===== config.mk =====
export PLATFORM = sky130hd
export DESIGN_NAME = pio_ctrl
export DESIGN_NICKNAME = d
export VERILOG_FILES = /design/src/hdl/pio_pkg.sv /design/src/hdl/pio_bitreg.sv /design/src/hdl/pio_ctrl.sv
export SDC_FILE = /design/constraint.sdc
export NUM_CORES = 1
export LEC_CHECK = 0
export BUFFER_PORTS_ARGS = -buffer_cell sky130_fd_sc_hd__buf_2
export CAP_MARGIN = 20
export CORE_ASPECT_RATIO = 0.6
export CORE_MARGIN = 2
export CORE_UTILIZATION = 35
export CTS_CLUSTER_DIAMETER = 150
export DETAILED_ROUTE_END_ITERATION = 8
export GPL_TIMING_DRIVEN = 0
export SLEW_MARGIN = 20
export SYNTH_ARGS = -nofsm -noshare
export SYNTH_HDL_FRONTEND = slang
export SYNTH_SLANG_ARGS = --single-unit

===== constraint.sdc =====
create_clock -name CLK -period 23.2 [get_ports CLK]
set_input_delay 1.16 -clock CLK [delete_from_list [all_inputs] [get_ports CLK]]
set_output_delay 1.16 -clock CLK [all_outputs]
set_load 0.05 [all_outputs]

===== src/hdl/pio_pkg.sv =====
// Package for the parallel I/O pin controller: register map and reset values.
// Assumes a 32-bit classic Wishbone slave with byte addresses on ADR_I[7:0].
package pio_pkg;

    localparam int         PIO_WIDTH = 32;

    // Register byte offsets
    localparam logic [7:0] PIO_OFS_PIN_ENABLE     = 8'h00;
    localparam logic [7:0] PIO_OFS_PIN_DISABLE    = 8'h04;
    localparam logic [7:0] PIO_OFS_PIN_STATUS     = 8'h08;
    localparam logic [7:0] PIO_OFS_OUT_ENABLE     = 8'h10;
    localparam logic [7:0] PIO_OFS_OUT_DISABLE    = 8'h14;
    localparam logic [7:0] PIO_OFS_OUT_STATUS     = 8'h18;
    localparam logic [7:0] PIO_OFS_SET_OUTPUT     = 8'h30;
    localparam logic [7:0] PIO_OFS_CLEAR_OUTPUT   = 8'h34;
    localparam logic [7:0] PIO_OFS_OUT_DATA       = 8'h38;
    localparam logic [7:0] PIO_OFS_PIN_LEVEL      = 8'h3C;
    localparam logic [7:0] PIO_OFS_IRQ_ENABLE     = 8'h40;
    localparam logic [7:0] PIO_OFS_IRQ_DISABLE    = 8'h44;
    localparam logic [7:0] PIO_OFS_IRQ_MASK       = 8'h48;
    localparam logic [7:0] PIO_OFS_CHANGE_STATUS  = 8'h4C;
    localparam logic [7:0] PIO_OFS_PULLUP_DISABLE = 8'h60;
    localparam logic [7:0] PIO_OFS_PULLUP_ENABLE  = 8'h64;
    localparam logic [7:0] PIO_OFS_PULLUP_STATUS  = 8'h68;

    // Reset values
    localparam logic [31:0] PIO_RST_PIN_ENABLE = 32'h0000_0000;
    localparam logic [31:0] PIO_RST_OUT_ENABLE = 32'h0000_0000;
    localparam logic [31:0] PIO_RST_OUT_DATA   = 32'h0000_0000;
    localparam logic [31:0] PIO_RST_IRQ_MASK   = 32'h0000_0000;
    localparam logic [31:0] PIO_RST_PULLUP     = 32'hFFFF_FFFF;
    // Idle pins sit high under the reset pull-ups
    localparam logic [31:0] PIO_RST_PIN_LEVEL  = 32'hFFFF_FFFF;
    localparam logic [31:0] PIO_RST_ZERO       = 32'h0000_0000;

endpackage


===== src/hdl/pio_bitreg.sv =====
// Set/clear register: one flop per pin, written through set and clear masks.
// Assumes the caller never sets and clears the same bit in one cycle.
`timescale 1ns/10ps
`default_nettype none

module pio_bitreg #(
    parameter logic [31:0] RESET_VALUE = pio_pkg::PIO_RST_ZERO
) (
    // Clock and reset
    input  wire logic        clk,
    input  wire logic        rst,
    // Masks, ones act
    input  wire logic [31:0] set_mask,
    input  wire logic [31:0] clr_mask,
    // State
    output logic      [31:0] q
);

    always_ff @(posedge clk or posedge rst) begin
        if (rst) begin
            q <= RESET_VALUE;
        end else begin
            q <= (q | set_mask) & ~clr_mask;
        end
    end

endmodule

`default_nettype wire


===== src/hdl/pio_ctrl.sv =====
// Parallel I/O pin controller for a 32-pin port, Wishbone classic slave.
// Assumes pad inputs synchronous to CLK; CLK is the gated peripheral clock.
//
// Design decisions made here: register access over Wishbone and the register offsets.
`timescale 1ns/10ps
`default_nettype none

// Functional notes
// (RULE1) Each pin goes to its peripheral or to generic I/O; enable write takes it.
// (RULE2) Generic pins: software drives output level and reads pin level back.
// (RULE3) Every pin has its own pull-up; all pull-ups on after reset.
// (RULE4) Pull-up disable write turns off only the written pins.
// (RULE5) Output enable write makes pins outputs; output disable makes them inputs.
// (RULE6) Set-output write drives pins high; clear-output write drives pins low.
// (RULE7) Read-only pin level register returns the current level on every pin.
// (RULE8) Level change on a pin raises the interrupt when that pin is enabled.
// (RULE9) Rising and falling changes both count as change events.
// (RULE10) Interrupt enable write enables change interrupts for written pins.
// (RULE11) Change status reports pins changed since its last read.
// (RULE12) Reading change status acknowledges the interrupt and clears changes.
// (RULE13) Interrupt is a level held until acknowledged; sink treats it as level.
// (RULE14) Software enables the peripheral clock before relying on sampling.
// (RULE15) Zero bits in set/clear/enable/disable writes do nothing; one bit per pin.
module pio_ctrl (
    // Clock and reset
    input  wire logic        CLK,
    input  wire logic        RST,
    // Wishbone classic slave
    input  wire logic        CYC_I,
    input  wire logic        STB_I,
    input  wire logic        WE_I,
    input  wire logic [7:0]  ADR_I,
    input  wire logic [3:0]  SEL_I,
    input  wire logic [31:0] DAT_I,
    output logic      [31:0] DAT_O,
    output logic             ACK_O,
    // Pads
    input  wire logic [31:0] PAD_IN,
    output logic      [31:0] PAD_OUT,
    output logic      [31:0] PAD_OE,
    output logic      [31:0] PULLUP_EN,
    // Peripheral side
    input  wire logic [31:0] PERIPH_OUT,
    input  wire logic [31:0] PERIPH_OE,
    output logic      [31:0] PERIPH_IN,
    // Interrupt
    output logic             IRQ
);

    ////////////////////////////////////////////////////////////////////////////////
    // Bus decode

    logic        ack_r;
    logic [31:0] dat_r;
    logic        irq_r;
    logic [31:0] pad_out_r;
    logic [31:0] pad_oe_r;
    logic [31:0] pin_level_r;
    logic [31:0] change_r;
    logic [31:0] change_nxt;
    logic [31:0] change_evt;
    logic [31:0] pin_en_q;
    logic [31:0] oe_q;
    logic [31:0] out_q;
    logic [31:0] mask_q;
    logic [31:0] pullup_q;
    logic [31:0] wmask;
    logic        req;
    logic        wr;
    logic        rd;
    logic        clr_status;
    logic [31:0] rd_data;

    function automatic logic hit(input logic [7:0] adr, input logic [7:0] ofs);
        hit = (adr[7:2] == ofs[7:2]);
    endfunction

    function automatic logic [31:0] wr_mask(input logic sel_wr, input logic [31:0] m);
        wr_mask = sel_wr ? m : 32'h0000_0000;
    endfunction

    // New request only while no ack is out, so a held request acts once
    assign req   = CYC_I & STB_I & ~ack_r;
    assign wr    = req & WE_I;
    assign rd    = req & ~WE_I;
    assign wmask = DAT_I & {{8{SEL_I[3]}}, {8{SEL_I[2]}}, {8{SEL_I[1]}}, {8{SEL_I[0]}}};
    assign clr_status = rd & hit(ADR_I, pio_pkg::PIO_OFS_CHANGE_STATUS); // RULE12

    ////////////////////////////////////////////////////////////////////////////////
    // Set/clear registers

    logic [31:0] pin_en_set, pin_en_clr, oe_set, oe_clr, od_set, od_clr;
    logic [31:0] mask_set, mask_clr, pu_set, pu_clr;

    assign pin_en_set = wr_mask(wr & hit(ADR_I, pio_pkg::PIO_OFS_PIN_ENABLE), wmask);    // RULE1
    assign pin_en_clr = wr_mask(wr & hit(ADR_I, pio_pkg::PIO_OFS_PIN_DISABLE), wmask);   // RULE15
    assign oe_set     = wr_mask(wr & hit(ADR_I, pio_pkg::PIO_OFS_OUT_ENABLE), wmask);    // RULE5
    assign oe_clr     = wr_mask(wr & hit(ADR_I, pio_pkg::PIO_OFS_OUT_DISABLE), wmask);   // RULE5
    assign od_set     = wr_mask(wr & hit(ADR_I, pio_pkg::PIO_OFS_SET_OUTPUT), wmask);    // RULE6
    assign od_clr     = wr_mask(wr & hit(ADR_I, pio_pkg::PIO_OFS_CLEAR_OUTPUT), wmask);  // RULE6
    assign mask_set   = wr_mask(wr & hit(ADR_I, pio_pkg::PIO_OFS_IRQ_ENABLE), wmask);    // RULE10
    assign mask_clr   = wr_mask(wr & hit(ADR_I, pio_pkg::PIO_OFS_IRQ_DISABLE), wmask);
    assign pu_clr     = wr_mask(wr & hit(ADR_I, pio_pkg::PIO_OFS_PULLUP_DISABLE), wmask); // RULE4
    assign pu_set     = wr_mask(wr & hit(ADR_I, pio_pkg::PIO_OFS_PULLUP_ENABLE), wmask);

    pio_bitreg #(.RESET_VALUE(pio_pkg::PIO_RST_PIN_ENABLE)) u_pin_en (
        .clk(CLK), .rst(RST), .set_mask(pin_en_set), .clr_mask(pin_en_clr), .q(pin_en_q)
    );
    pio_bitreg #(.RESET_VALUE(pio_pkg::PIO_RST_OUT_ENABLE)) u_oe (
        .clk(CLK), .rst(RST), .set_mask(oe_set), .clr_mask(oe_clr), .q(oe_q)
    );
    pio_bitreg #(.RESET_VALUE(pio_pkg::PIO_RST_OUT_DATA)) u_out (
        .clk(CLK), .rst(RST), .set_mask(od_set), .clr_mask(od_clr), .q(out_q)
    );
    pio_bitreg #(.RESET_VALUE(pio_pkg::PIO_RST_IRQ_MASK)) u_mask (
        .clk(CLK), .rst(RST), .set_mask(mask_set), .clr_mask(mask_clr), .q(mask_q)
    );
    // Pull-ups reset on; output straight from this flop
    pio_bitreg #(.RESET_VALUE(pio_pkg::PIO_RST_PULLUP)) u_pullup (
        .clk(CLK), .rst(RST), .set_mask(pu_set), .clr_mask(pu_clr), .q(pullup_q)
    ); // RULE3

    assign PULLUP_EN = pullup_q;

    ////////////////////////////////////////////////////////////////////////////////
    // Pad muxing and sampling

    // Peripheral path gains one flop so every pad output is registered
    always_ff @(posedge CLK or posedge RST) begin
        if (RST) begin
            pad_out_r <= pio_pkg::PIO_RST_ZERO;
            pad_oe_r  <= pio_pkg::PIO_RST_ZERO;
        end else begin
            pad_out_r <= (pin_en_q & out_q) | (~pin_en_q & PERIPH_OUT); // RULE1
            pad_oe_r  <= (pin_en_q & oe_q) | (~pin_en_q & PERIPH_OE);   // RULE5
        end
    end

    assign PAD_OUT = pad_out_r;
    assign PAD_OE  = pad_oe_r;

    always_ff @(posedge CLK or posedge RST) begin
        if (RST) begin
            // Reset to the pulled-up idle level, so no false change follows reset
            pin_level_r <= pio_pkg::PIO_RST_PIN_LEVEL;
        end else begin
            pin_level_r <= PAD_IN; // RULE7
        end
    end

    assign PERIPH_IN = pin_level_r;

    ////////////////////////////////////////////////////////////////////////////////
    // Change detection

    // Detection runs on all pins, whatever their owner
    genvar gi;
    generate
        for (gi = 0; gi < pio_pkg::PIO_WIDTH; gi++) begin : g_change
            assign change_evt[gi] = PAD_IN[gi] ^ pin_level_r[gi]; // RULE9
            // A change in the clearing cycle survives the read
            assign change_nxt[gi] = change_evt[gi] | (change_r[gi] & ~clr_status); // RULE11
        end
    endgenerate

    always_ff @(posedge CLK or posedge RST) begin
        if (RST) begin
            change_r <= pio_pkg::PIO_RST_ZERO;
        end else begin
            change_r <= change_nxt; // RULE12
        end
    end

    always_ff @(posedge CLK or posedge RST) begin
        if (RST) begin
            irq_r <= 1'b0;
        end else begin
            irq_r <= |(change_r & mask_q); // RULE8 RULE13
        end
    end

    assign IRQ = irq_r;

    ////////////////////////////////////////////////////////////////////////////////
    // Read mux and acknowledge

    always_comb begin
        rd_data = 32'h0000_0000;
        case (ADR_I[7:2])
            pio_pkg::PIO_OFS_PIN_STATUS[7:2]:    rd_data = pin_en_q;
            pio_pkg::PIO_OFS_OUT_STATUS[7:2]:    rd_data = oe_q;
            pio_pkg::PIO_OFS_OUT_DATA[7:2]:      rd_data = out_q;
            pio_pkg::PIO_OFS_PIN_LEVEL[7:2]:     rd_data = pin_level_r; // RULE2
            pio_pkg::PIO_OFS_IRQ_MASK[7:2]:      rd_data = mask_q;
            pio_pkg::PIO_OFS_CHANGE_STATUS[7:2]: rd_data = change_r;    // RULE11
            pio_pkg::PIO_OFS_PULLUP_STATUS[7:2]: rd_data = pullup_q;
            default:                             rd_data = 32'h0000_0000;
        endcase
    end

    // Every access, mapped or not, gets one ack a cycle after the request
    always_ff @(posedge CLK or posedge RST) begin
        if (RST) begin
            ack_r <= 1'b0;
        end else begin
            ack_r <= req;
        end
    end

    always_ff @(posedge CLK or posedge RST) begin
        if (RST) begin
            dat_r <= pio_pkg::PIO_RST_ZERO;
        end else if (rd) begin
            dat_r <= rd_data;
        end
    end

    assign ACK_O = ack_r;
    assign DAT_O = dat_r;
endmodule

`default_nettype wire


* Yosys cells after proc, flatten, opt, wreduce, memory -nomap -nowiden
Index checks and enable logic that the tools add are counted.
Widths: inputs -> output; s select.
** Cells by class
- Bitwise operators :: 138
- Mux-type cells :: 11
- Reduce and logical (&&, ||, !) cells :: 2
- Equal/unequal tests :: 16
** Operators by type and width (count)
- $and 32x32->32 :: 11
- $mux 32 :: 10
- $or 32x32->32 :: 7
- $pmux 32 s7 :: 1
- $not 32->32 :: 6
- $and 1x1->1 :: 47
- $eq 6x5->1 const B :: 7
- $or 1x1->1 :: 32
- $reduce_or 32->1 :: 1
- $xor 1x1->1 :: 32
- $eq 6x4->1 const B :: 4
- $eq 6x3->1 const B :: 3
- $eq 6x1->1 const B :: 1
- $eq 6x2->1 const B :: 1
- $logic_not 6->1 :: 1
- $not 1->1 :: 3
** Storage, ports and cells
- Logic and storage cells :: 179
- Flip-flop bits (word level) :: 322
- Bits of input ports :: 145

* Logic depth before layout (Yosys ltp)
- Word-level depth :: 7
- Mapped depth :: 7
- Depth with buffers taken out :: 4

* Modules after synthesis
Synthesis repeated with hierarchy kept, for this count alone.
** Unflattened totals
- Cell total of the unflattened synthesis :: 1327
- Area total of the unflattened synthesis :: 14836.7 sq um
** By module, submodules not included
- pio_ctrl :: area an instance 9172.5 sq um, cells an instance 1002, sequential area each 4093.9 sq um, times used 1
- pio_bitreg (u_mask ...) :: area an instance 1124.8 sq um, cells an instance 65, sequential area each 800.8 sq um, times used 4
- pio_bitreg (u_pullup) :: area an instance 1164.9 sq um, cells an instance 65, sequential area each 840.8 sq um, times used 1

* Worst setup path after synthesis
No wires, ideal clock.
- Path type :: input-to-reg
- Start :: input WE_I
- End :: register dat_r[10], in the netlist DAT_O[10]
- Slack :: 20.666 ns
- Stages :: 5
- Setup time :: 0.140 ns
- Buffers on the path :: 1
- Arrival time :: 2.395 ns
- Required time :: 23.060 ns
- Cells stage by stage :: or4bb_1 buf_2 a31o_2 a221oi_1 a32oi_1
** On the way
- Word-level cells in the longest chain between the ends :: 2
** RTL lines
- from (decl) :: RTL line pio_ctrl.sv:31 : input wire logic WE_I,
- $not 1->1 :: RTL line pio_ctrl.sv:85 : assign rd = req & ~WE_I;
- $and 1x1->1 :: RTL line pio_ctrl.sv:85
- to (signal assigned) :: RTL line pio_ctrl.sv:212 : dat_r <= pio_pkg::PIO_RST_ZERO;
- to (signal assigned) :: RTL line pio_ctrl.sv:214 : dat_r <= rd_data;
- to (decl) :: RTL line pio_ctrl.sv:54 : logic [31:0] dat_r;
No other way between the ends.
A chain may end at the register's enable or synchronous reset.

* Worst setup path in the final report
- Start :: input ADR_I[6]
- End :: register dat_r[15], in the netlist DAT_O[15]
** On the way
- Word-level cells in the longest chain between the ends :: 2
- Elaborated cells between the ends (all ways) :: 8
** RTL lines
- from (decl) :: RTL line pio_ctrl.sv:32 : input wire logic [7:0] ADR_I,
- $eq 6x5->1 (tied with other cells) :: RTL line pio_ctrl.sv:189 : case (ADR_I[7:2])
- $pmux 32 s7 * :: RTL line pio_ctrl.sv:189
Every way passes the cells marked *; elsewhere a longest branch is shown, timed or not.

==> qor.yml <==
ctsResizeCount: 0
first_iter_violations: 1329
ys_warn_count: 0
place_congestion: 0.934
gr-usage-all-layers: 0.265
seq_power_share: 0.445
report.final.slew_viol_count: 0
antenna_left: 0
power_density_nw_per_um2: 76.7
crit_chain: "buf_2, nor4b_2, clkbuf_1, buf_2, a22oi_1, a22oi_1"
crit_path_max_fanout: 10
numCtsBuffers: 34
switchingPower_mw: 0.375
grt_pass1_wl_um: 82700
cp_slowest_cell: "clkbuf_1"
synth.net_count: 1414
portBuffers: 303
setup_tns_ns: 0
synthAdderAreaFrac: 0
final_cells: 2170
period_share: 0.137
grt_setup_unrepaired: "false"
antenna_found_initial: 2
async_reset_ff_frac: 1.00
synthDistinctLibCells: 46
clkPwrFrac: 0.432
switching_share: 0.277
row_count: 57
dp_hpwl_um: 42400
cts_tree: "built"
synth_area_um2: 14200
yosys.area_share.xor_xnor: 0.0198
overflow: 0
hold_class: "flip-flop to flip-flop"
crit_family: "buffers and inverters"
pin_count: 307
worstPathArrival_ns: 3.62
detail_route.wl_per_cell_um: 26.3
drc_errors: 0
cp-start-kind: "primary input"
grt_start_max_net_pins: 105
power.internal_mw: 0.977
synthCells: 1269
drv_cap: 0
dpl.cell_count: 2106
core_um2: 40200
postCtsSetupBuffers: 0
max_freq_mhz: 315
hold_viol: 0
slew_headroom: 0.316
insertion_delay_ns: 0.54
p_leak_nw: 7.93
fillers: 3876
cp.required_ns: 23.65
clkSinkCount: 322
tightest_slew_ns: 1.03
finalCriticalPeriod_ns: 3.17
clk_path_buf_depth: 3
critical_path_buf_inv_count: 3
ys_ff_latch: 322
synth_edf_count: 0
htree_levels: 2
start_util: 0.353
status: "finished clean"
die_area_um2: 42200
grt_pass1_vias: 12100
synthMuxAreaShare: 0.0727
routed_wirelength_um: 57000
peakVddDrop_uv: 38.5
synth-seq-area-share: 0.574
clock_skew_ns: 0.0265
synth_compound_area_frac: 0.231
avgSynthCellArea_um2: 11.2
finalSetupViolCount: 0
cts.clk_slew.worst_paths_ns: 0.07
die_y_um: 160
clock-root-buffer: "clkbuf_16"
drive_gt1_frac: 0.339
die_w_um: 264
flow.area_growth_from_synthesis_pct: 24.3
synthSimpleGateAreaFrac: 0.0663
synth_top_family_by_area: "compound AO/OA/AOI/OAI gates"
avgViaCountPerCell: 5.83
crit_path_max_incr_delay_ns: 0.63
p_comb_frac: 0.123
firstDrtPassIters: 5
postCtsHoldBufs: 0
crit_type: "primary input to flip-flop"
finalNetCount: 1756
vias: 12700
p_total_mw: 1.35
synth_ff_type: "dfrtp_1"
worstSetupEndpointType: "flip-flop"
## power groups by stage
stage / clock network, mW / logic, mW / registers [mW]
6_report: 0.584 / 0.166 / 0.602
3_5_place_dp: 0 / 0.165 / 0.611
5_1_grt: 0.615 / 0.176 / 0.603
4_1_cts: 0.590 / 0.165 / 0.601
2_1_floorplan: 0 / 0.0560 / 0.657
3_3_place_gp: 0 / 0.161 / 0.611
## kinds of logic (layout without fill, tap and decap cells)
logic type      after synthesis  in the layout
compound gates              527            527
xor+xnor                     32             32
buf+inv                     122            490
flops                       322            322
mux                          95             95
other cells                   0              2
simple gates                171            171
## routing by layer
metal  routed length, um  up-vias  track usage
li1                    -     5391            -
met1               25400     6439        0.392
met2               23600      714        0.370
met3                5950      108       0.0748
met4                1940        2       0.0914
met5                  10        -            0
## state kept, by name (all words and copies together) (netlist names)
| name | cells |
|---|---|
| change_r | 32 |
| DAT_O | 32 |
| u_oe.q | 32 |
| PAD_OUT | 32 |
| u_mask.q | 32 |
| ACK_O | 1 |
| PERIPH_IN | 32 |
| u_pullup.q | 32 |
| PAD_OE | 32 |
| IRQ | 1 |
| u_pin_en.q | 32 |
| u_out.q | 32 |
## path summary, 6_finish.rpt
path                       cells after the start  slack (ns)                   from                       to
setup reg to reg                               6       20.46        ACK_O$_DFF_PP0_     u_oe.q[29]$_DFF_PP0_
hold reg to reg                                1        0.52  change_r[8]$_DFF_PP0_    change_r[8]$_DFF_PP0_
setup / recovery                               6       20.03               ADR_I[6]    DAT_O[15]$_DFFE_PP0P_
hold / removal                                 1        0.52  change_r[8]$_DFF_PP0_    change_r[8]$_DFF_PP0_
max in group asynchronous                      3       21.79                    RST  u_pullup.q[4]$_DFF_PP1_
min in group asynchronous                      2        0.58                    RST    PAD_OUT[20]$_DFF_PP0_
## cell usage in the layout (no fill, tap or decap), types with 3 or more instances in the layout
master	count
buf_2	341
a21oi_1	273
dfrtp_1	258
clkbuf_1	87
a22oi_1	76
nand2_1	67
dfstp_2	64
a31oi_1	64
mux2_2	64
clkbuf_16	37
and2_1	34
nor2_1	34
xor2_1	32
a21o_1	32
mux2i_1	31
a221oi_1	18
a32oi_1	17
a31o_2	16
o2bb2ai_1	15
o31ai_1	14
buf_1	5
nand2b_1	4
buf_4	4
nand4_1	4
bufinv_16	4
clkinv_2	4
nor4b_2	3
nor2b_1	3
nor3_2	3
clkbuf_8	3
buf_16	3
## stage by stage
stage | cell area (um^2) | util | hold slack (ns) | setup WS (ns)
final | 17600 | 0.438 | 0.516 | 20.03
after global routing | 17600 | 0.438 | 0.531 | 19.93
after CTS | 17600 | 0.438 | 0.505 | 20.15
after detailed placement | 16500 | 0.409 | 0.493 | 19.61
after global placement | 16400 | 0.407 | 0.468 | 9.48
after floorplan | 14200 | - | 0.471 | 13.23
## synthesized netlist by cell type, drive strengths merged (18+ instances only)
master,number,area [um^2]
nand2,67,251
a221oi,18,158
dfrtp,258,6460
dfstp,64,1680
mux2i,31,310
buf,47,239
mux2,64,721
a22oi,76,571
clkbuf,74,278
a31oi,64,400
and2,35,219
a21oi,273,1370
xor2,32,280
a21o,32,240
nor2,34,128
## area by class of cell
type	count	area (um^2)	share of cell area
multi-input combinational	825	5530	0.314
timing repair buffer	306	1600	0.0907
sequential	322	8140	0.462
tap	531	664	0.0377
inverter	1	11.3	0.000639
antenna	2	5.00	0.000284
buffer	121	517	0.0293
clock inverter	9	148	0.00837
clock buffer	53	1020	0.0576
Power figures use the tool's default switching activity.
